`src/logic/epm_map.svh`:
```
/*
  Register address, field positions and reset value of the pin route select register.
  Assumes the CPU reaches the register on its 16-bit I/O port by word address.
*/
`ifndef EPM_MAP_SVH
`define EPM_MAP_SVH

`define EPM_ROUTE_ADDR 16'h1C00
`define EPM_ROUTE_RESET 16'h0000
`define EPM_ROUTE_WMASK 16'h7F3F
`define EPM_UPPER_LSB 0
`define EPM_UPPER_MSB 5
`define EPM_SER0_LSB 8
`define EPM_SER0_MSB 9
`define EPM_SER1_LSB 10
`define EPM_SER1_MSB 11
`define EPM_PAR_LSB 12
`define EPM_PAR_MSB 14

`endif

```
`src/logic/epm_pkg.sv`:
```
/*
  Types shared by the pin multiplexer files.
  Assumes epm_map.svh is on the include path.
*/
package epm_pkg;
  typedef logic [15:0] epm_word_t;

  typedef enum logic [1:0]
  {
    EPM_SER_CARD = 2'h0,
    EPM_SER_AUDIO = 2'h1,
    EPM_SER_GPIO = 2'h2,
    EPM_SER_RSVD = 2'h3
  } epm_ser_mode_t;

  typedef enum logic [2:0]
  {
    EPM_PAR_PANEL16 = 3'h0,
    EPM_PAR_GPIO_SPI_UART_AUD2 = 3'h1,
    EPM_PAR_PANEL8_GPIO = 3'h2,
    EPM_PAR_PANEL8_SPI_AUD3 = 3'h3,
    EPM_PAR_PANEL8_AUD2_UART = 3'h4,
    EPM_PAR_PANEL8_UART_SPI = 3'h5,
    EPM_PAR_GPIO_SPI_AUD23 = 3'h6,
    EPM_PAR_RSVD = 3'h7
  } epm_par_mode_t;
endpackage

```
`src/logic/epm_pin_mux.sv`:
```
/*
  Pin multiplexer: routes peripheral signals onto two serial pin groups, the parallel
  pin group and the upper external-memory address pins under the route select register.
  Assumes peripheral outputs and pad inputs are synchronous to clk_i; peripheral
  enables are active high, pad enables active low.
*/
// Notes on behaviour
// - serial mode 00: card port on all six
// - serial mode 01: audio on 0-3, gpio 4-5
// - serial mode 10: six gpio lines per group
// - serial selects at bits 9:8, 11:10
// - parallel select at bits 14:12, seven modes
// - parallel mode 000: full 16-bit panel
// - mode 001: spi, gpio, audio2, uart
// - mode 010: 8-bit panel plus gpio
// - mode 011: 8-bit panel, spi, audio3
// - mode 100: 8-bit panel, audio2, uart
// - mode 101: 8-bit panel, spi, uart
// - mode 110: spi, gpio, audio2, audio3
// - new routing applies next clock cycle
// - upper address bit set means gpio
// - select bits 0-5 map address 15-20, gpio 21-26
`timescale 1ns/10ps
`include "epm_map.svh"

module epm_pin_mux
#(
  parameter int SER_PINS = 6,
  parameter int PAR_PINS = 21,
  parameter int GPIO_LINES = 32
)
(
  // clock and reset
  input wire logic clk_i,
  input wire logic rst_i,
  // cpu port
  input wire epm_pkg::epm_word_t addr_i,
  input wire logic wr_i,
  input wire logic rd_i,
  input wire epm_pkg::epm_word_t wdata_i,
  output epm_pkg::epm_word_t rdata_o,
  // card ports, group 0 in [5:0], group 1 in [11:6]
  input wire logic [2*SER_PINS-1:0] card_out_i,
  input wire logic [2*SER_PINS-1:0] card_oe_i,
  output logic [2*SER_PINS-1:0] card_in_o,
  // audio 0 and 1: clk, fs, dx, rx per group
  input wire logic [7:0] aud01_out_i,
  input wire logic [7:0] aud01_oe_i,
  output logic [7:0] aud01_in_o,
  // audio 2 and 3: clk, fs, rx, dx each
  input wire logic [7:0] aud23_out_i,
  input wire logic [7:0] aud23_oe_i,
  output logic [7:0] aud23_in_o,
  // spi: clk, rx, tx, cs0..cs3
  input wire logic [6:0] spi_out_i,
  input wire logic [6:0] spi_oe_i,
  output logic [6:0] spi_in_o,
  // uart: rts, cts, rxd, txd
  input wire logic [3:0] uart_out_i,
  input wire logic [3:0] uart_oe_i,
  output logic [3:0] uart_in_o,
  // panel: pclk, data 0-15, bias, mclk, hsync, vsync
  input wire logic [PAR_PINS-1:0] panel_out_i,
  input wire logic [PAR_PINS-1:0] panel_oe_i,
  output logic [PAR_PINS-1:0] panel_in_o,
  // general io lines
  input wire logic [GPIO_LINES-1:0] general_io_line_out_i,
  input wire logic [GPIO_LINES-1:0] general_io_line_oe_i,
  output logic [GPIO_LINES-1:0] general_io_line_in_o,
  // memory controller upper address 20:15
  input wire logic [5:0] ext_mem_addr_i,
  // serial pads
  output logic [2*SER_PINS-1:0] ser_pad_o,
  output logic [2*SER_PINS-1:0] ser_pad_oe_n_o,
  input wire logic [2*SER_PINS-1:0] ser_pad_i,
  // parallel pads
  output logic [PAR_PINS-1:0] par_pad_o,
  output logic [PAR_PINS-1:0] par_pad_oe_n_o,
  input wire logic [PAR_PINS-1:0] par_pad_i,
  // upper address pads
  output logic [5:0] ext_mem_addr_pin_o,
  output logic [5:0] ext_mem_addr_pin_oe_n_o,
  input wire logic [5:0] ext_mem_addr_pin_i
);
  import epm_pkg::*;

  localparam int HI_GPIO [8] = '{18, 19, 20, 27, 28, 29, 30, 31};
  localparam int HI_SPI [4] = '{0, 3, 1, 2};

  epm_word_t route;
  epm_ser_mode_t ser_mode [2];
  epm_par_mode_t par_mode;
  logic [5:0] upper_addr_select;
  logic [2*SER_PINS-1:0] ser_oe;
  logic [PAR_PINS-1:0] par_oe;
  logic lo_alt;

  epm_route_reg u_route_reg
  (
    .clk_i(clk_i),
    .rst_i(rst_i),
    .addr_i(addr_i),
    .wr_i(wr_i),
    .rd_i(rd_i),
    .wdata_i(wdata_i),
    .rdata_o(rdata_o),
    .route_o(route)
  );

  // routing follows the register combinationally, so a write shows on the next cycle
  assign ser_mode[0] = epm_ser_mode_t'(route[`EPM_SER0_MSB:`EPM_SER0_LSB]);
  assign ser_mode[1] = epm_ser_mode_t'(route[`EPM_SER1_MSB:`EPM_SER1_LSB]);
  assign par_mode = epm_par_mode_t'(route[`EPM_PAR_MSB:`EPM_PAR_LSB]);
  assign upper_addr_select = route[`EPM_UPPER_MSB:`EPM_UPPER_LSB];
  assign lo_alt = (par_mode == EPM_PAR_GPIO_SPI_UART_AUD2) ||
                  (par_mode == EPM_PAR_GPIO_SPI_AUD23);

  always_comb
  begin
    card_in_o = '0;
    aud01_in_o = '0;
    aud23_in_o = '0;
    spi_in_o = '0;
    uart_in_o = '0;
    panel_in_o = '0;
    general_io_line_in_o = '0;
    ser_pad_o = '0;
    ser_oe = '0;
    par_pad_o = '0;
    par_oe = '0;
    ext_mem_addr_pin_o = '0;
    ext_mem_addr_pin_oe_n_o = '1;

    // serial groups; reserved mode 3 leaves pins undriven
    for (int g = 0; g < 2; g++)
    begin
      for (int k = 0; k < SER_PINS; k++)
      begin
        unique case (ser_mode[g])
          EPM_SER_CARD:
          begin
            ser_pad_o[g*SER_PINS+k] = card_out_i[g*SER_PINS+k];
            ser_oe[g*SER_PINS+k] = card_oe_i[g*SER_PINS+k];
            card_in_o[g*SER_PINS+k] = ser_pad_i[g*SER_PINS+k];
          end
          EPM_SER_AUDIO:
          begin
            if (k < 4)
            begin
              ser_pad_o[g*SER_PINS+k] = aud01_out_i[g*4+k];
              ser_oe[g*SER_PINS+k] = aud01_oe_i[g*4+k];
              aud01_in_o[g*4+k] = ser_pad_i[g*SER_PINS+k];
            end
            else
            begin
              ser_pad_o[g*SER_PINS+k] = general_io_line_out_i[g*SER_PINS+k];
              ser_oe[g*SER_PINS+k] = general_io_line_oe_i[g*SER_PINS+k];
              general_io_line_in_o[g*SER_PINS+k] = ser_pad_i[g*SER_PINS+k];
            end
          end
          EPM_SER_GPIO:
          begin
            ser_pad_o[g*SER_PINS+k] = general_io_line_out_i[g*SER_PINS+k];
            ser_oe[g*SER_PINS+k] = general_io_line_oe_i[g*SER_PINS+k];
            general_io_line_in_o[g*SER_PINS+k] = ser_pad_i[g*SER_PINS+k];
          end
          EPM_SER_RSVD:
          begin
            ser_oe[g*SER_PINS+k] = 1'b0;
          end
        endcase
      end
    end

    // parallel group; reserved code seven releases every pin
    if (par_mode != EPM_PAR_RSVD)
    begin
      // pixel clock, data 0-7 and control pins
      if (lo_alt)
      begin
        par_pad_o[0] = spi_out_i[0];
        par_oe[0] = spi_oe_i[0];
        spi_in_o[0] = par_pad_i[0];
        for (int k = 0; k < 2; k++)
        begin
          par_pad_o[1+k] = spi_out_i[1+k];
          par_oe[1+k] = spi_oe_i[1+k];
          spi_in_o[1+k] = par_pad_i[1+k];
        end
        for (int k = 2; k < 8; k++)
        begin
          par_pad_o[1+k] = general_io_line_out_i[10+k];
          par_oe[1+k] = general_io_line_oe_i[10+k];
          general_io_line_in_o[10+k] = par_pad_i[1+k];
        end
        for (int k = 0; k < 4; k++)
        begin
          par_pad_o[17+k] = spi_out_i[3+k];
          par_oe[17+k] = spi_oe_i[3+k];
          spi_in_o[3+k] = par_pad_i[17+k];
        end
      end
      else
      begin
        for (int k = 0; k < PAR_PINS; k++)
        begin
          if (k < 9 || k > 16 || par_mode == EPM_PAR_PANEL16)
          begin
            par_pad_o[k] = panel_out_i[k];
            par_oe[k] = panel_oe_i[k];
            panel_in_o[k] = par_pad_i[k];
          end
        end
      end

      // data 8-11 and 12-15
      for (int k = 0; k < 4; k++)
      begin
        unique case (par_mode)
          EPM_PAR_GPIO_SPI_UART_AUD2, EPM_PAR_PANEL8_AUD2_UART, EPM_PAR_GPIO_SPI_AUD23:
          begin
            par_pad_o[9+k] = aud23_out_i[k];
            par_oe[9+k] = aud23_oe_i[k];
            aud23_in_o[k] = par_pad_i[9+k];
          end
          EPM_PAR_PANEL8_SPI_AUD3, EPM_PAR_PANEL8_UART_SPI:
          begin
            par_pad_o[9+k] = spi_out_i[HI_SPI[k]];
            par_oe[9+k] = spi_oe_i[HI_SPI[k]];
            spi_in_o[HI_SPI[k]] = par_pad_i[9+k];
          end
          EPM_PAR_PANEL8_GPIO:
          begin
            par_pad_o[9+k] = general_io_line_out_i[HI_GPIO[k]];
            par_oe[9+k] = general_io_line_oe_i[HI_GPIO[k]];
            general_io_line_in_o[HI_GPIO[k]] = par_pad_i[9+k];
          end
          default:
          begin
          end
        endcase
        unique case (par_mode)
          EPM_PAR_GPIO_SPI_UART_AUD2, EPM_PAR_PANEL8_AUD2_UART, EPM_PAR_PANEL8_UART_SPI:
          begin
            par_pad_o[13+k] = uart_out_i[k];
            par_oe[13+k] = uart_oe_i[k];
            uart_in_o[k] = par_pad_i[13+k];
          end
          EPM_PAR_PANEL8_SPI_AUD3, EPM_PAR_GPIO_SPI_AUD23:
          begin
            par_pad_o[13+k] = aud23_out_i[4+k];
            par_oe[13+k] = aud23_oe_i[4+k];
            aud23_in_o[4+k] = par_pad_i[13+k];
          end
          EPM_PAR_PANEL8_GPIO:
          begin
            par_pad_o[13+k] = general_io_line_out_i[HI_GPIO[4+k]];
            par_oe[13+k] = general_io_line_oe_i[HI_GPIO[4+k]];
            general_io_line_in_o[HI_GPIO[4+k]] = par_pad_i[13+k];
          end
          default:
          begin
          end
        endcase
      end
    end

    // upper address pins: memory controller always drives in address duty
    for (int k = 0; k < 6; k++)
    begin
      if (upper_addr_select[k])
      begin
        ext_mem_addr_pin_o[k] = general_io_line_out_i[21+k];
        ext_mem_addr_pin_oe_n_o[k] = ~general_io_line_oe_i[21+k];
        general_io_line_in_o[21+k] = ext_mem_addr_pin_i[k];
      end
      else
      begin
        ext_mem_addr_pin_o[k] = ext_mem_addr_i[k];
        ext_mem_addr_pin_oe_n_o[k] = 1'b0;
      end
    end
  end

  assign ser_pad_oe_n_o = ~ser_oe;
  assign par_pad_oe_n_o = ~par_oe;
endmodule

```
`src/logic/epm_route_reg.sv`:
```
/*
  Route select register on the CPU I/O port, with registered read data.
  Assumes single-cycle read and write strobes synchronous to clk_i.
*/
`timescale 1ns/10ps
`include "epm_map.svh"

module epm_route_reg
(
  // clock and reset
  input wire logic clk_i,
  input wire logic rst_i,
  // cpu port
  input wire epm_pkg::epm_word_t addr_i,
  input wire logic wr_i,
  input wire logic rd_i,
  input wire epm_pkg::epm_word_t wdata_i,
  output epm_pkg::epm_word_t rdata_o,
  // current routing
  output epm_pkg::epm_word_t route_o
);
  import epm_pkg::*;

  epm_word_t route_r;
  epm_word_t route_nxt;
  epm_word_t rdata_r;
  epm_word_t rdata_nxt;
  logic hit;

  always_comb
  begin
    hit = (addr_i == `EPM_ROUTE_ADDR);
    route_nxt = route_r;
    rdata_nxt = rdata_r;
    if (wr_i && hit)
    begin
      route_nxt = wdata_i & `EPM_ROUTE_WMASK;
    end
    if (rd_i)
    begin
      // unmapped addresses read as zero
      rdata_nxt = hit ? route_r : '0;
    end
  end

  always_ff @(posedge clk_i or posedge rst_i)
  begin
    if (rst_i)
    begin
      route_r <= `EPM_ROUTE_RESET;
      rdata_r <= '0;
    end
    else
    begin
      route_r <= route_nxt;
      rdata_r <= rdata_nxt;
    end
  end

  assign route_o = route_r;
  assign rdata_o = rdata_r;
endmodule
```
`config.mk`:
```
export PLATFORM = sky130hd
export DESIGN_NAME = epm_pin_mux
export DESIGN_NICKNAME = d
export VERILOG_FILES = /design/src/logic/epm_pkg.sv /design/src/logic/epm_pin_mux.sv /design/src/logic/epm_route_reg.sv
export VERILOG_INCLUDE_DIRS = /design/src /design/src/logic
export SDC_FILE = /design/constraint.sdc
export NUM_CORES = 1
export LEC_CHECK = 0
export ABC_AREA = 1
export BUFFER_PORTS_ARGS = -buffer_cell sky130_fd_sc_hd__buf_2
export CORE_AREA = 2 2 176 178
export CTS_CLUSTER_SIZE = 20
export DETAILED_ROUTE_END_ITERATION = 7
export DIE_AREA = 0 0 178 180
export PLACE_DENSITY = 0.36
export SLEW_MARGIN = 30
export SYNTH_ARGS = -nofsm -noshare
export SYNTH_HDL_FRONTEND = slang
export SYNTH_SLANG_ARGS = --single-unit
```
`constraint.sdc`:
```
create_clock -name clk_i -period 1.05 [get_ports clk_i]
set_input_delay 0 -clock clk_i [delete_from_list [all_inputs] [get_ports clk_i]]
set_output_delay 0 -clock clk_i [all_outputs]
set_load 0.05 [all_outputs]
```
# == After elaboration in Yosys (flattened, before gate mapping) ==
# Cells that the tools add are included.
# totals
reg_bits,29
input_bits,265
out_inout_bits,186
wordCells,191
# classes
n_eq_ne,14
mux,156
n_bitwise,8
reduce_logical,11
# op_table
op,n
$mux W1,98
$mux W21,4
$pmux W1 S3,28
$pmux W1 S4,8
$mux W9,3
$mux W8,3
$not A21 Y21,1
$eq A16 B13 Y1 const B,1
$mux W15,1
$mux W7,2
$mux W4,3
$not A12 Y12,1
$eq A3 B3 Y1 const B,3
$eq A2 B2 Y1 const B,4
$pmux W1 S2,4
$reduce_or A2 Y1,4
$eq A3 B2 Y1 const B,2
$mux W6,1
$not A1 Y1,6
$reduce_or A3 Y1,2
$mux W5,1
$eq A2 B1 Y1 const B,2
$logic_not A2 Y1,2
$eq A3 B1 Y1 const B,1
4 further kinds,4

# == Depth between registers and ports, before layout ==
# logic_depth
depth_word,6
mapped_depth,10
depth_no_buf,8

# == Hierarchy ==
# From an unflattened synthesis, not the netlist that was laid out.
# unflattened
cells_unflattened,706
area_unflattened_um2,3702.3
# modules_own_cells
mod,n_inst,cells_per_inst,area_per_inst_um2
epm_pin_mux,1,571,2468.6
epm_route_reg,1,135,1233.7

# == Worst setup path before layout ==
# No wires, ideal clock.
# synth_path
kind,reg-to-output
from,"reg u_route_reg.route_r[12], in the netlist u_route_reg.route_o[12]"
to,out par_pad_oe_n_o[0]
arrival_time_ns,2.039
t_required_ns,1.050
path_slack_ns,-0.989
path_stages_with_launch,8
path_cell_list,dfrtp_1 buf_4 inv_2 nand2_1 nand2_2 nand2_4 buf_2 o21ai_0
# synth_between
elab_chain_cells,5
word_cells_on_any_way,7
# synth_lines
element,line_no,source
from (decl),epm_route_reg.sv:24,epm_word_t route_r;
from (signal assigned),epm_route_reg.sv:50,route_r <= `EPM_ROUTE_RESET;
from (signal assigned),epm_route_reg.sv:55,route_r <= route_nxt;
$eq A3 B1 Y1 / $eq A3 B3 Y1 (equally long branches),"epm_pin_mux.sv:115, epm_pin_mux.sv:116",
$logic_or A1 B1 Y1,epm_pin_mux.sv:115,assign lo_alt = (par_mode == EPM_PAR_GPIO_SPI_UART_AUD2) ||
$mux W9,epm_pin_mux.sv:179,if (lo_alt)
$mux W21 (*),epm_pin_mux.sv:176,if (par_mode != EPM_PAR_RSVD)
$not A21 Y21 (*),epm_pin_mux.sv:286,assign par_pad_oe_n_o = ~par_oe;
to (decl),epm_pin_mux.sv:78,"output logic [PAR_PINS-1:0] par_pad_oe_n_o,"
# Mark *: on every way between the ends. The rest lies on a longest branch, timed or not.

# == Worst setup path after layout ==
# layout_path
from,"reg u_route_reg.route_r[13], in the netlist u_route_reg.route_o[13]"
to,out spi_in_o[4]
# layout_between
elab_chain_cells,4
word_cells_on_any_way,6
# layout_lines
element,line_no,source
$eq A3 B1 Y1 / $eq A3 B3 Y1 (equally long branches),"epm_pin_mux.sv:115, epm_pin_mux.sv:116",
$logic_or A1 B1 Y1,epm_pin_mux.sv:115,
$mux W7,epm_pin_mux.sv:179,
$mux W7 (*),epm_pin_mux.sv:176,
to (decl),epm_pin_mux.sv:57,"output logic [6:0] spi_in_o,"
# Marks and branches as above.

==> impl_metrics.py <==
metrics = {
    "detailed_routing": {
        "drt-pass1-iter-count": 4,
        "wirelength_um": 25700,
        "drtIter0Drc": 177,
        "dr_total_vias": 6284,
        "antenna_left": 0,
        "via_per_inst": 3.89,
        "wl_per_cell_um": 15.9,
        "drc_errors": 0,
    },
    "synthesis": {
        "syn_avg_cell_area_um2": 5.16,
        "ys_seq_area_share_pct": 18.7,
        "synthCells": 673,
        "yosys_warnings": 0,
        "synth_seq_cells": 26,
        "ys_types": 23,
        "synthesis.area_mm2": 0.00347,
    },
    "worst_hold_path": {
        "whs_path_depth": 3,
        "hold-path-endpoint": "u_route_reg.route_o[0]",
        "hp-class": "in -> reg",
        "min_from": "wdata_i[0]",
    },
    "global_routing": {
        "globalRouteOverflowTotal": 0,
        "grt_pass1_vias": 6492,
        "antenna_found_initial": 1,
        "grt_max_degree": 27,
        "grt_pass1_wl_um": 37700,
        "grt_util_all_layers_pct": 15.3,
    },
    "place": {
        "dp_hpwl_um": 21100,
        "io_buffers": 444,
        "dp_slack_ns": -0.565,
        "place_congestion": 0.902,
    },
    "timing": {
        "finalHoldViolations": 0,
        "setup_viol": 155,
        "rsz0062_at_grt": "yes",
        "period_minus_slack_ns": 1.78,
        "worst_slack_ns": -0.727,
        "timing.final.crit_share_pct": 169,
        "holdWs_ns": 0.00933,
        "fmax_mhz": 563,
        "slew_viol_final": 0,
        "skew_ns": 0.00349,
    },
    "setup_path": {
        "max_stage_delay_ns": 0.48,
        "path_cells": "inv_2 -> nand2_2 -> nand2_4 -> nand2_8 -> buf_12 -> buf_8 -> buf_6 -> nor2_4 -> buf_12",
        "critPathKind": "reg -> out",
        "rr_endpoint": "u_route_reg.rdata_o[8]",
        "crit_top_cell": "buf_12",
        "path_max_fanout": 8,
        "r2r_slack_ns": 0.03,
        "path_delay_family": "buffers and inverters",
        "cp-end-kind": "primary output",
        "startpoint_type": "register",
        "crit_buf_inv": 5,
        "cp.arrival_ns": 1.78,
        "r2r_cells": 5,
        "timing.rr.start": "u_route_reg.route_o[8]",
        "required_ns": 1.05,
        "slowest_stage": "dfrtp_2",
    },
    "die": {
        "fp.dieArea_mm2": 0.0320,
        "die_height_um": 180,
        "pin_count": 451,
        "row_count": 64,
        "start_util_pct": 11.5,
        "die_w_um": 178,
        "core_area_mm2": 0.0302,
    },
    "power": {
        "p_leak_nw": 5.44,
        "power.total_mw": 4.88,
        "ir_drop_mv": 0.353,
        "powerDensity_mw_per_mm2": 433,
    },
    "clock_tree": {
        "htreeDepth": 1,
        "path_clk_slew_ns": 0.07,
        "cts_buffers": 3,
        "cts-root-buf": "clkbuf_16",
        "clock_sinks": 26,
        "clk-insertion-delay-late_ns": 0.26,
        "clockBufferDepth": 2,
        "cts_tree": "yes",
    },
    "finish": {
        "syn2layout_area_growth_pct": 224,
        "drive_gt1_share_pct": 78.4,
        "layout.nets": 1496,
        "layout_common_cells": "buf_2 (274), buf_6 (118), nand2_1 (117)",
        "layout_commonest_cell": "buf_2",
        "n_fill_cell": 3192,
    },
    "flow_run": {
        "drv_cap": 0,
    },
    "outcome": {
        "status": "finished with violations",
        "violations": "setup timing",
    },
}
repair_timing:
| action | 4_1_cts | 5_1_grt |
|---|---|---|
| pin swaps | 42 | 38 |
| gates cloned | 3 | 0 |
| setup buffers | 28 | 10 |
| endpoints found under the hold margin | 31 | 0 |
| endpoints found under the setup margin | 170 | 165 |
| gates resized for setup | 520 | 125 |
| hold buffers | 6 | 0 |
power by group:
part           switching (mW)  internal, mW  total (mW)
sequential           0.000324          1.00        1.00
combinational            1.61          1.14        2.75
clock                   0.371         0.759        1.13
logic make-up after synthesis:
family                   after synthesis  synth area share (%)
AO/OA/AOI/OAI                         80                  11.8
AND/OR/NAND/NOR                      402                  47.4
buffers and inverters                154                  18.4
adder cells (fa/ha/maj)               10                  3.60
flip-flops                            26                  18.7
other                                  1                 0.108
worst max-delay path by stage:
stage                                       start            endpoint  slack (ns)  depth (start not counted)
final                     u_route_reg.route_o[13]         spi_in_o[4]       -0.73                          9
after detailed placement  u_route_reg.route_o[13]       par_pad_o[18]       -0.56                          8
after CTS                 u_route_reg.route_o[13]         spi_in_o[4]       -0.75                          9
after global routing      u_route_reg.route_o[12]  par_pad_oe_n_o[16]       -0.78                          8
after floorplan           u_route_reg.route_o[12]  par_pad_oe_n_o[19]       -0.34                          8
after global placement    u_route_reg.route_o[13]       par_pad_o[11]       -0.57                          7
routing by layer:
layer	track usage, %	routed length (um)	up-vias
met2	27.6	13400	212
met5	0	0	-
met4	3.64	565	0
met3	2.12	1350	28
li1	-	-	3142
met1	18.9	10400	2902
worst register-to-register path: stages, from the launching register on:
cell and delay, ns:
dfrtp_2 0.44, buf_6 0.14, buf_4 0.13, buf_6 0.11, nand2_2 0.06, o21ai_2 0.04
state kept, by name (all words and copies together) (netlist names):
| signal | count |
|---|---|
| u_route_reg.route_o | 13 |
| u_route_reg.rdata_o | 13 |
cell type report:
class	instances	area [um2]	share of cell area, %
Multi-Input combinational cell	495	4260	37.8
Clock buffer	3	75.1	0.667
Inverter	123	687	6.10
Clock inverter	1	30.0	0.267
Tap cell	396	495	4.40
Antenna cell	1	2.50	0.0222
Sequential cell	26	664	5.90
Timing Repair Buffer	572	5050	44.8
synth_stat cells (all sizes together):
library cell	count	area [um2]
a21oi	29	145
a22oi	4	30.0
buf	22	143
clkbuf	9	33.8
conb	1	3.75
dfrtp	26	651
ha	10	125
inv	123	462
nand2	230	888
nand3	33	170
nand4	17	106
nor2	113	437
nor3	9	45.0
o21ai	47	235
stage by stage:
stage,area [um2],cells,utilization (%),TNS [ns]
floorplan,5240,675,-,-31.50
global placement,8530,1570,28.3,-60.74
detailed placement,8530,1570,28.3,-61.43
CTS,10800,1611,35.7,-89.75
global route,11300,1617,37.3,-98.10
finish,11300,1617,37.3,-87.44
Power figures use the tool's default switching activity.
